===== src/logic/ooc_map.svh =====
`ifndef OOC_MAP_SVH
`define OOC_MAP_SVH
`define OOC_REG_OP 8'h01
`define OOC_REG_CFG 8'h02
`define OOC_CMD_CLEAR 8'h03
`define OOC_CMD_STORE 8'h11
`define OOC_OP_RST 8'h00
`define OOC_OP_RO_MASK 8'hfc
`define OOC_CFG_RST 5'h16
`define OOC_OP_ON 7
`define OOC_OP_OFF 6
`define OOC_OP_MG_HI 5
`define OOC_OP_MG_LO 2
`define OOC_CFG_PU 4
`define OOC_CFG_CMD 3
`define OOC_CFG_CPR 2
`define OOC_CFG_POL 1
`define OOC_CFG_CPA 0
`define OOC_MG_NOM_A 4'h0
`define OOC_MG_NOM_IGN 4'h1
`define OOC_MG_NOM_B 4'h2
`define OOC_MG_NOM_C 4'h3
`define OOC_MG_LO_IGN 4'h5
`define OOC_MG_LO_ACT 4'h6
`define OOC_MG_HI_IGN 4'h9
`define OOC_MG_HI_ACT 4'ha
`define OOC_BIT_LAST 4'h7
`define OOC_BIT_FULL 4'h8
`define OOC_SYNC_RST 3'h3
`endif


===== src/logic/ooc_pkg.sv =====
package ooc_pkg;
    typedef enum logic [4:0] {
        BS_IDLE = 5'h01, BS_RX = 5'h02, BS_ACK = 5'h04, BS_TX = 5'h08, BS_RACK = 5'h10
    } ooc_bus_st_t;
    typedef enum logic [3:0] {
        SQ_OFF = 4'h1, SQ_ON = 4'h2, SQ_DLY = 4'h4, SQ_FALL = 4'h8
    } ooc_seq_st_t;
    typedef enum logic [1:0] {MG_NOM = 2'h0, MG_LO = 2'h1, MG_HI = 2'h2} ooc_mgn_t;
    typedef struct packed {
        logic valid;
        logic ignore;
        ooc_mgn_t sel;
    } ooc_mdec_t;
endpackage


===== src/logic/ooc_seq_if.sv =====
interface ooc_seq_if;
    logic run_req;
    logic soft_off;
    logic [15:0] dly;
    logic [15:0] fall;
    logic switching;
    logic ramping;
    modport ctrl(output run_req, output soft_off, output dly, output fall,
                 input switching, input ramping);
    modport seq(input run_req, input soft_off, input dly, input fall,
                output switching, output ramping);
endinterface


===== src/logic/ooc_sync.sv =====
`include "ooc_map.svh"
module ooc_sync #(parameter int W = 3) (
    input wire logic clk_in,
    input wire logic rst_b_in,
    input wire logic [W-1:0] d_in,
    output logic [W-1:0] q_out
);
    logic [W-1:0] s1;
    logic [W-1:0] s2;
    logic [W-1:0] s3;
    // Stages start with SCL and SDA idle high and the control pin low, so no false bus edge follows reset
    localparam logic [W-1:0] RST_Q = W'(`OOC_SYNC_RST);
    // Level only moves once the last two stages agree, filtering one-cycle glitches
    for (genvar i = 0; i < W; i++) begin : g_bit
        always_ff @(posedge clk_in or negedge rst_b_in) begin
            if (!rst_b_in) begin
                s1[i] <= RST_Q[i];
                s2[i] <= RST_Q[i];
                s3[i] <= RST_Q[i];
                q_out[i] <= RST_Q[i];
            end else begin
                s1[i] <= d_in[i];
                s2[i] <= s1[i];
                s3[i] <= s2[i];
                if (s2[i] == s3[i]) q_out[i] <= s2[i];
            end
        end
    end
endmodule


===== src/logic/ooc_seq.sv =====
module ooc_seq (
    input wire logic clk_in,
    input wire logic rst_b_in,
    ooc_seq_if.seq sq
);
    ooc_pkg::ooc_seq_st_t st, next_st;
    logic [15:0] cnt, next_cnt;

    always_comb begin
        next_st = st;
        next_cnt = cnt;
        unique case (st)
            ooc_pkg::SQ_OFF: if (sq.run_req) next_st = ooc_pkg::SQ_ON;
            ooc_pkg::SQ_ON: if (!sq.run_req) begin
                if (sq.soft_off) begin
                    next_st = ooc_pkg::SQ_DLY;
                    next_cnt = sq.dly;
                end else begin
                    next_st = ooc_pkg::SQ_OFF;
                end
            end
            ooc_pkg::SQ_DLY, ooc_pkg::SQ_FALL: begin
                // A hard cause arriving mid-ramp still cuts the output at once
                if (sq.run_req) next_st = ooc_pkg::SQ_ON;
                else if (!sq.soft_off) next_st = ooc_pkg::SQ_OFF;
                else if (cnt != 16'h0000) next_cnt = cnt - 16'h0001;
                else if (st == ooc_pkg::SQ_DLY) begin
                    next_st = ooc_pkg::SQ_FALL;
                    next_cnt = sq.fall;
                end else next_st = ooc_pkg::SQ_OFF;
            end
            default: next_st = ooc_pkg::SQ_OFF;
        endcase
    end

    always_ff @(posedge clk_in or negedge rst_b_in) begin
        if (!rst_b_in) begin
            st <= ooc_pkg::SQ_OFF;
            cnt <= 16'h0000;
        end else begin
            st <= next_st;
            cnt <= next_cnt;
        end
    end

    assign sq.switching = (st != ooc_pkg::SQ_OFF);
    assign sq.ramping = (st == ooc_pkg::SQ_FALL);
endmodule


===== src/logic/ooc_top.sv =====
// What this block does
// Operating state holds until a new on/off-margin write or control pin change.
// Loop follower NACKs both command codes, flags invalid command, raises alert.
// Enable bit clear stops switching; both driver enables go low.
// Enable set starts only above lockout, with command gating, without fault.
// Turn-off bit clear: command shutdown cuts output at once.
// Turn-off bit set: command shutdown waits delay, then ramps down.
// Bits 1 and 0 of on/off-margin are read-only; writes ignored.
// Enable and turn-off bits both set is invalid data with alert.
// Margin 0001: nominal setpoint, fault responses ignored, status still flags.
// Margin 0000, 0010, 0011: nominal setpoint, faults acted upon.
// Margin 0101 low ignoring faults; 0110 low acting on faults.
// Margin 1001 high ignoring faults; 1010 high acting on faults.
// All other margin codes are invalid data.
// Low target is nominal plus (trim minus low step) scaled down.
// High target is nominal plus (trim plus high step) scaled down.
// Ignored faults still set status and alert; only the mask hides alert.
// Config defaults: pin only, active high, delayed ramped turn-off.
// Config bits 4:0 writable and storable; bits 7:5 read as zero.
// Gating bit 0 runs whenever powered; 1 waits for selected sources.
// Command and pin response bits each make their source required.
// Pin polarity takes effect only after store and power cycle.
// Pin action bit 0 soft turn-off, 1 immediate turn-off.
`include "ooc_map.svh"
module ooc_top #(parameter logic [6:0] DEV_ADDR = 7'h24) (
    input wire logic MCLK_IN,
    input wire logic RST_B_IN,
    input wire logic SCL_IN,
    input wire logic SDA_IN,
    output logic SDA_OUT,
    output logic SDA_OE_OUT,
    output logic ALERT_B_OUT,
    input wire logic CONTROL_PIN_IN,
    input wire logic LOOP_FOLLOWER_IN,
    input wire logic [4:0] NV_CONFIG_IN,
    input wire logic UVLO_OK_IN,
    input wire logic FAULT_IN,
    input wire logic UV_EVENT_IN,
    input wire logic OV_EVENT_IN,
    input wire logic UV_ALERT_MASK_IN,
    input wire logic OV_ALERT_MASK_IN,
    input wire logic signed [15:0] NOMINAL_IN,
    input wire logic signed [15:0] TRIM_IN,
    input wire logic signed [15:0] STEP_HIGH_IN,
    input wire logic signed [15:0] STEP_LOW_IN,
    input wire logic [3:0] SCALE_SHIFT_IN,
    input wire logic [15:0] TOFF_DELAY_IN,
    input wire logic [15:0] TOFF_FALL_IN,
    output logic DRIVE_HS_EN_OUT,
    output logic DRIVE_LS_EN_OUT,
    output logic RAMP_DOWN_OUT,
    output logic [15:0] TARGET_OUT,
    output logic FAULT_RESPOND_OUT,
    output logic STORE_ALL_OUT,
    output logic [4:0] CONFIG_STORE_OUT,
    output logic UV_FLAG_OUT,
    output logic OV_FLAG_OUT,
    output logic CML_FLAG_OUT,
    output logic IVD_FLAG_OUT,
    output logic IVC_FLAG_OUT
);
    function automatic ooc_pkg::ooc_mdec_t mgn_dec(input logic [3:0] f);
        ooc_pkg::ooc_mdec_t d;
        d.valid = 1'b1;
        d.ignore = 1'b0;
        d.sel = ooc_pkg::MG_NOM;
        case (f)
            `OOC_MG_NOM_IGN: d.ignore = 1'b1;
            `OOC_MG_NOM_A, `OOC_MG_NOM_B, `OOC_MG_NOM_C: d.ignore = 1'b0;
            `OOC_MG_LO_IGN: begin
                d.sel = ooc_pkg::MG_LO;
                d.ignore = 1'b1;
            end
            `OOC_MG_LO_ACT: d.sel = ooc_pkg::MG_LO;
            `OOC_MG_HI_IGN: begin
                d.sel = ooc_pkg::MG_HI;
                d.ignore = 1'b1;
            end
            `OOC_MG_HI_ACT: d.sel = ooc_pkg::MG_HI;
            default: d.valid = 1'b0;
        endcase
        return d;
    endfunction

    ////////////////////////////////////////////////////////////////////////////
    logic [2:0] pins;
    logic scl, sda, cpin, scl_d, sda_d;
    ooc_sync #(.W(3)) u_sync (
        .clk_in(MCLK_IN),
        .rst_b_in(RST_B_IN),
        .d_in({CONTROL_PIN_IN, SDA_IN, SCL_IN}),
        .q_out(pins)
    );
    assign scl = pins[0];
    assign sda = pins[1];
    assign cpin = pins[2];

    ooc_pkg::ooc_bus_st_t bst;
    logic [7:0] sh, cmd, tx, op;
    logic [3:0] cnt;
    logic [1:0] byte_n;
    logic rd, m_ack, sda_oe;
    logic [4:0] cfg;
    logic follower, pol_eff, booted;
    logic uv_f, ov_f, cml_f, ivd_f, ivc_f;

    wire scl_rise = scl && !scl_d;
    wire scl_fall = !scl && scl_d;
    wire start_cond = scl && scl_d && sda_d && !sda;
    wire stop_cond = scl && scl_d && !sda_d && sda;
    wire byte_done = (bst == ooc_pkg::BS_RX) && (cnt == `OOC_BIT_FULL) && scl_fall;
    wire addr_hit = (sh[7:1] == DEV_ADDR);
    wire op_or_cfg = (sh == `OOC_REG_OP) || (sh == `OOC_REG_CFG);
    wire cmd_blocked = follower && op_or_cfg;
    wire ack_now = (byte_n == 2'h0) ? addr_hit : (byte_n == 2'h1) ? !cmd_blocked : 1'b1;
    wire cmd_go = byte_done && (byte_n == 2'h1) && !cmd_blocked;
    wire clr_go = cmd_go && (sh == `OOC_CMD_CLEAR);
    wire store_go = cmd_go && (sh == `OOC_CMD_STORE);
    wire ivc_set = byte_done && (byte_n == 2'h1) && cmd_blocked;
    wire data_wr = byte_done && (byte_n == 2'h2) && !rd;
    wire wr_op = data_wr && (cmd == `OOC_REG_OP);
    wire wr_cfg = data_wr && (cmd == `OOC_REG_CFG);
    ooc_pkg::ooc_mdec_t wr_dec, op_dec;
    assign wr_dec = mgn_dec(sh[`OOC_OP_MG_HI:`OOC_OP_MG_LO]);
    assign op_dec = mgn_dec(op[`OOC_OP_MG_HI:`OOC_OP_MG_LO]);
    wire both_set = sh[`OOC_OP_ON] && sh[`OOC_OP_OFF];
    wire ivd_set = wr_op && (both_set || !wr_dec.valid);
    wire [7:0] rd_data = (cmd == `OOC_REG_OP) ? op :
                         (cmd == `OOC_REG_CFG) ? {3'h0, cfg} : 8'h00;

    ////////////////////////////////////////////////////////////////////////////
    always_ff @(posedge MCLK_IN or negedge RST_B_IN) begin
        if (!RST_B_IN) begin
            scl_d <= 1'b1;
            sda_d <= 1'b1;
        end else begin
            scl_d <= scl;
            sda_d <= sda;
        end
    end

    // The ack flag doubles as the SDA pull-down, so acked and driven never disagree
    always_ff @(posedge MCLK_IN or negedge RST_B_IN) begin
        if (!RST_B_IN) begin
            bst <= ooc_pkg::BS_IDLE;
            sh <= 8'h00;
            cmd <= 8'h00;
            tx <= 8'h00;
            cnt <= 4'h0;
            byte_n <= 2'h0;
            rd <= 1'b0;
            m_ack <= 1'b0;
            sda_oe <= 1'b0;
        end else if (start_cond) begin
            bst <= ooc_pkg::BS_RX;
            cnt <= 4'h0;
            byte_n <= 2'h0;
            rd <= 1'b0;
            sda_oe <= 1'b0;
        end else if (stop_cond) begin
            bst <= ooc_pkg::BS_IDLE;
            sda_oe <= 1'b0;
        end else begin
            unique case (bst)
                ooc_pkg::BS_IDLE: begin
                end
                ooc_pkg::BS_RX: begin
                    if (scl_rise && !cnt[3]) begin
                        sh <= {sh[6:0], sda};
                        cnt <= cnt + 4'h1;
                    end else if (byte_done) begin
                        bst <= ooc_pkg::BS_ACK;
                        sda_oe <= ack_now;
                        if (byte_n == 2'h0) rd <= sh[0];
                        if (byte_n == 2'h1) cmd <= sh;
                    end
                end
                ooc_pkg::BS_ACK: if (scl_fall) begin
                    cnt <= 4'h0;
                    if (!sda_oe) begin
                        bst <= ooc_pkg::BS_IDLE;
                    end else if (rd) begin
                        bst <= ooc_pkg::BS_TX;
                        tx <= rd_data;
                        sda_oe <= !rd_data[7];
                    end else begin
                        bst <= ooc_pkg::BS_RX;
                        sda_oe <= 1'b0;
                        if (byte_n != 2'h3) byte_n <= byte_n + 2'h1;
                    end
                end
                ooc_pkg::BS_TX: if (scl_fall) begin
                    if (cnt == `OOC_BIT_LAST) begin
                        bst <= ooc_pkg::BS_RACK;
                        sda_oe <= 1'b0;
                    end else begin
                        tx <= {tx[6:0], 1'b0};
                        cnt <= cnt + 4'h1;
                        sda_oe <= !tx[6];
                    end
                end
                ooc_pkg::BS_RACK: begin
                    if (scl_rise) m_ack <= !sda;
                    if (scl_fall && m_ack) begin
                        bst <= ooc_pkg::BS_TX;
                        tx <= rd_data;
                        cnt <= 4'h0;
                        sda_oe <= !rd_data[7];
                    end else if (scl_fall) begin
                        bst <= ooc_pkg::BS_IDLE;
                    end
                end
                default: bst <= ooc_pkg::BS_IDLE;
            endcase
        end
    end

    assign SDA_OUT = 1'b0;
    assign SDA_OE_OUT = sda_oe;

    ////////////////////////////////////////////////////////////////////////////
    // Strap and stored config are taken on the first edge after release, never in reset
    always_ff @(posedge MCLK_IN or negedge RST_B_IN) begin
        if (!RST_B_IN) begin
            booted <= 1'b0;
            follower <= 1'b0;
            pol_eff <= 1'b1;
            cfg <= `OOC_CFG_RST;
            op <= `OOC_OP_RST;
        end else if (!booted) begin
            booted <= 1'b1;
            follower <= LOOP_FOLLOWER_IN;
            cfg <= NV_CONFIG_IN;
            pol_eff <= NV_CONFIG_IN[`OOC_CFG_POL];
        end else begin
            if (wr_op && !ivd_set) op <= sh & `OOC_OP_RO_MASK;
            if (wr_cfg) cfg <= sh[4:0];
        end
    end

    // Status flags: a new event wins over a clear in the same cycle
    always_ff @(posedge MCLK_IN or negedge RST_B_IN) begin
        if (!RST_B_IN) begin
            uv_f <= 1'b0;
            ov_f <= 1'b0;
            cml_f <= 1'b0;
            ivd_f <= 1'b0;
            ivc_f <= 1'b0;
        end else begin
            uv_f <= UV_EVENT_IN || (uv_f && !clr_go);
            ov_f <= OV_EVENT_IN || (ov_f && !clr_go);
            ivd_f <= ivd_set || (ivd_f && !clr_go);
            ivc_f <= ivc_set || (ivc_f && !clr_go);
            cml_f <= ivd_set || ivc_set || (cml_f && !clr_go);
        end
    end

    wire alert_now = (uv_f && !UV_ALERT_MASK_IN) || (ov_f && !OV_ALERT_MASK_IN) ||
                     cml_f || ivd_f || ivc_f;

    ////////////////////////////////////////////////////////////////////////////
    wire pin_act = pol_eff ? cpin : !cpin;
    wire cmd_gate = !cfg[`OOC_CFG_CMD] || op[`OOC_OP_ON];
    wire pin_gate = !cfg[`OOC_CFG_CPR] || pin_act;
    wire power_ok = UVLO_OK_IN && !FAULT_IN;
    wire gated_on = !cfg[`OOC_CFG_PU] || (cmd_gate && pin_gate);
    // When command and pin drop together the command's turn-off style wins
    wire cmd_soft = !cmd_gate && op[`OOC_OP_OFF];
    wire pin_soft = cmd_gate && !pin_gate && !cfg[`OOC_CFG_CPA];

    ooc_seq_if sqi();
    assign sqi.run_req = power_ok && gated_on;
    assign sqi.soft_off = power_ok && cfg[`OOC_CFG_PU] && (cmd_soft || pin_soft);
    assign sqi.dly = TOFF_DELAY_IN;
    assign sqi.fall = TOFF_FALL_IN;
    ooc_seq u_seq (
        .clk_in(MCLK_IN),
        .rst_b_in(RST_B_IN),
        .sq(sqi.seq)
    );

    // Scaling is an arithmetic shift, so the loop scale must be a power of two
    wire signed [16:0] lo_off = 17'(TRIM_IN) - 17'(STEP_LOW_IN);
    wire signed [16:0] hi_off = 17'(TRIM_IN) + 17'(STEP_HIGH_IN);
    wire signed [16:0] sel_off = (op_dec.sel == ooc_pkg::MG_LO) ? (lo_off >>> SCALE_SHIFT_IN) :
                                 (op_dec.sel == ooc_pkg::MG_HI) ? (hi_off >>> SCALE_SHIFT_IN) :
                                 17'sh00000;
    wire signed [16:0] next_target = 17'(NOMINAL_IN) + sel_off;

    always_ff @(posedge MCLK_IN or negedge RST_B_IN) begin
        if (!RST_B_IN) begin
            DRIVE_HS_EN_OUT <= 1'b0;
            DRIVE_LS_EN_OUT <= 1'b0;
            RAMP_DOWN_OUT <= 1'b0;
            TARGET_OUT <= 16'h0000;
            FAULT_RESPOND_OUT <= 1'b0;
            STORE_ALL_OUT <= 1'b0;
            ALERT_B_OUT <= 1'b1;
        end else begin
            DRIVE_HS_EN_OUT <= sqi.switching;
            DRIVE_LS_EN_OUT <= sqi.switching;
            RAMP_DOWN_OUT <= sqi.ramping;
            TARGET_OUT <= next_target[15:0];
            FAULT_RESPOND_OUT <= (UV_EVENT_IN || OV_EVENT_IN) && !op_dec.ignore;
            STORE_ALL_OUT <= store_go;
            ALERT_B_OUT <= !alert_now;
        end
    end

    assign CONFIG_STORE_OUT = cfg;
    assign UV_FLAG_OUT = uv_f;
    assign OV_FLAG_OUT = ov_f;
    assign CML_FLAG_OUT = cml_f;
    assign IVD_FLAG_OUT = ivd_f;
    assign IVC_FLAG_OUT = ivc_f;
endmodule


===== config.mk =====
export PLATFORM = sky130hd
export DESIGN_NAME = ooc_top
export DESIGN_NICKNAME = d
export VERILOG_FILES = /design/src/logic/ooc_pkg.sv /design/src/logic/ooc_seq_if.sv /design/src/logic/ooc_sync.sv /design/src/logic/ooc_seq.sv /design/src/logic/ooc_top.sv
export VERILOG_INCLUDE_DIRS = /design/src /design/src/logic
export SDC_FILE = /design/constraint.sdc
export NUM_CORES = 1
export LEC_CHECK = 0
export BUFFER_PORTS_ARGS = -buffer_cell sky130_fd_sc_hd__buf_2
export CORE_ASPECT_RATIO = 0.5
export CORE_MARGIN = 4
export CORE_UTILIZATION = 35
export CTS_CLUSTER_DIAMETER = 120
export DETAILED_ROUTE_END_ITERATION = 10
export HOLD_SLACK_MARGIN = 0.05
export SLEW_MARGIN = 20
export SYNTH_ARGS = -nofsm -noshare
export SYNTH_HDL_FRONTEND = slang
export SYNTH_SLANG_ARGS = --single-unit
export TNS_END_PERCENT = 30

===== constraint.sdc =====
create_clock -name MCLK_IN -period 4.9 [get_ports MCLK_IN]
set_clock_uncertainty 0.2 [all_clocks]
set_input_delay 0.735 -clock MCLK_IN [delete_from_list [all_inputs] [get_ports MCLK_IN]]
set_output_delay 0.735 -clock MCLK_IN [all_outputs]
set_load 0.05 [all_outputs]

==> results.ini <==
[setup_path]
worstPathMaxFanout=5
critPathSlowestCell=mux4_2
cp-start-kind=input pin
r2r_slack_ps=770
end_kind=register
timing.rr.end=TARGET_OUT[14]$_DFF_PN0_
crit_chain=buf_12, inv_12, ha_4, inv_2, fa_2, a211o_1, a21o_4, and3_4, nand4bb_4, mux4_2, o211a_1, a41oi_2, a21bo_1, ha_2, fa_2, a21o_1, a21oi_2, o21bai_1, a21oi_2, o21ai_2, a21o_1, o41a_1, xor2_1
timing.rr.start=op[2]$_DFFE_PN0P_
rr_worst_depth=18
critPathArrivalTime_ps=5260
required_ps=4940
slowest_delay_ps=540
crit_type=input pin to register
setup.worst_path.start=TRIM_IN[0]

[cts]
clock_path_buffers=2
clock_sinks=111
clkLatencyLatePin_ps=350
cts_tree=yes
cts_made_buffers=9
holdBufCountCts=0
cts.clk_slew.worst_paths_ps=80
cts_htree_levels=3
cts_root_buffer=clkbuf_16

[min_path]
hold_class=register to register
min_from=u_sync.s1[0]$_DFF_PN1_
holdPathEnd=u_sync.s2[0]$_DFF_PN1_
holdPathStages=0

[logic_synthesis]
synth_cell_type_count=87
syn_nets=1343
synth_flop_cell=dfrtp_1
avgSynthCellArea_sq_um=8.27
synth_area_leaders=dfrtp_1, ha_1, a21oi_1, dfstp_2, nor2_1
synth_area_sq_um=9660
synth_edf_count=0
synth_top_area_share_pct=24.3
ys_async_sr_fraction_pct=100
ys_seq_area_share_pct=29.0
yosysWarnings=0
synthCells=1168
synth_seq_cells=111
yosysTopAreaCell=dfrtp_1

[sta]
rsz0062_at_grt=true
slew_headroom_pct=29.1
timing.final.ws_setup_ps=-322
maxSlewViolCount=0
worst_slew_pin_slew_ps=1060
setup_violations=7
period_share_pct=107
period_needed_ps=5220
max_freq_ghz=0.191
hold_violations=0

[cells_and_area]
final_core_util_pct=48.9
final_common_cell=buf_4
nNetsFinal=1683
syn_to_final_growth_pct=35.6
drive_above_1_share_pct=34.8
fin_area_sq_um=13100
fin_cells=1866
layout_common_cells=buf_4, buf_2, nor2_1

[drt]
first_iter_violations=825
wl_per_cell_um=16.7
drcViolationCount=0
antenna_left=0
first_pass_iters=5
vias_per_cell=5.53
num_vias=10300
wirelength_mm=31.2

[floorplanning]
io_pins=151
start_util_pct=36.1
die-area_sq_um=30500
fp.coreArea_sq_um=26800
fp-row-count=42
die_w_um=243
die_h_um=126

[placed_design]
dp.cells=1838
io_buffer_count=149
gp_congestion=0.930
dpl-instance-area_sq_um=12400
dp_slack_ps=-921
hpwl_mm=24.9

[global_route]
track_usage_pct=19.7
overflow=0
grt_pass1_vias=10200
grt_max_degree=75
grt_pass1_wl_mm=50.4
antenna_found_initial=1

[pwr]
power.leakage_nw=6.19
ir_drop_uv=194
p_per_area_nw_per_um2=256

[status]
status=complete, but fails checks
violations=setup timing

[flow_run]
maxCapViolCount=0

cell type report:
| cell class | instances | area (sq um) |
|---|---|---|
| Tap cell | 352 | 440 |
| Timing Repair Buffer | 388 | 2580 |
| Clock buffer | 9 | 225 |
| Sequential cell | 111 | 2800 |
| Fill cell | 2604 | 13700 |
| Antenna cell | 1 | 2.50 |
| Multi-Input combinational cell | 940 | 6710 |
| Inverter | 58 | 230 |
| Clock inverter | 7 | 113 |
synthesized netlist by cell type, drive strengths merged (20+ instances only):
cell    number
a21o        25
a31oi       20
ha          55
nor2       117
a21oi      103
nand3       31
a211oi      29
o21ai       58
mux2        31
mux2i       25
inv         56
dfrtp       94
nand2       88
nor3        25
xnor2       29
clkbuf      48
power breakdown:
group | switching [mW] | leakage, nW | internal, mW
Sequential | 0.0818 | 1.39 | 1.02
Clock | 0.361 | 0.164 | 0.463
Combinational | 0.780 | 4.64 | 0.661
kinds of logic after synthesis:
family | share of synthesized area (%)
AOI/OAI and AO/OA | 26.7
buffers and inverters | 4.70
adders and majority gates | 8.05
DFF | 29.0
xor gates and xnor gates | 4.17
muxes | 7.13
and+or+nand+nor | 20.2
other | 0.0777
stage by stage:
stage | power [mW] | TNS [ps] | hold slack [ps]
2_1_floorplan | 1.89 | -1040 | 131
5_1_grt | 3.57 | -2930 | 167
6_report | 3.36 | -1190 | 158
3_5_place_dp | 2.47 | -6310 | 147
3_3_place_gp | 2.44 | -5560 | 136
4_1_cts | 3.37 | -1050 | 158
registers in the layout, summed over array words and instances, names as in the netlist, 2 cells and up:
register and flops:
TARGET_OUT 16, byte_n 2, u_sync.s1 3, u_sync.q_out 3, bst 5, sh 8, u_seq.cnt 16, u_seq.st 4
cnt 4, cmd 8, CONFIG_STORE_OUT 5, op 6, u_sync.s3 3, u_sync.s2 3, tx 7
critical path: cells and delay by family:
kind,cells,cell delay [ps]
xor gates and xnor gates,1,150
adders and majority gates,4,970
muxes,1,540
AOI/OAI and AO/OA,12,2320
buffers and inverters,3,180
and+or+nand+nor,2,360
how the worst max path moves through the flow:
stage | cells past startpoint | end | slack [ps]
CTS | 23 | TARGET_OUT[14]$_DFF_PN0_ | -310
global route | 23 | TARGET_OUT[14]$_DFF_PN0_ | -540
finish | 23 | TARGET_OUT[14]$_DFF_PN0_ | -320
global placement | 23 | TARGET_OUT[15]$_DFF_PN0_ | -840
detailed placement | 24 | TARGET_OUT[15]$_DFF_PN0_ | -920
floorplan | 22 | TARGET_OUT[14]$_DFF_PN0_ | -360
routing by layer:
metal / vias to the layer above / global-route usage (%) / wire length [um]
met5: - / 0 / 0
met4: 0 / 6.31 / 762
met3: 50 / 1.97 / 910
met2: 231 / 35.9 / 15800
met1: 4976 / 24.7 / 13700
li1: 5055 / - / -
what timing repair did:
| action | in CTS | in global routing |
|---|---|---|
| buffers inserted | 10 | 1 |
| gates resized for setup | 53 | 4 |
| pin swaps | 26 | 2 |
| endpoints found under the setup margin | 8 | 9 |
(Power assumes the default switching activity.)
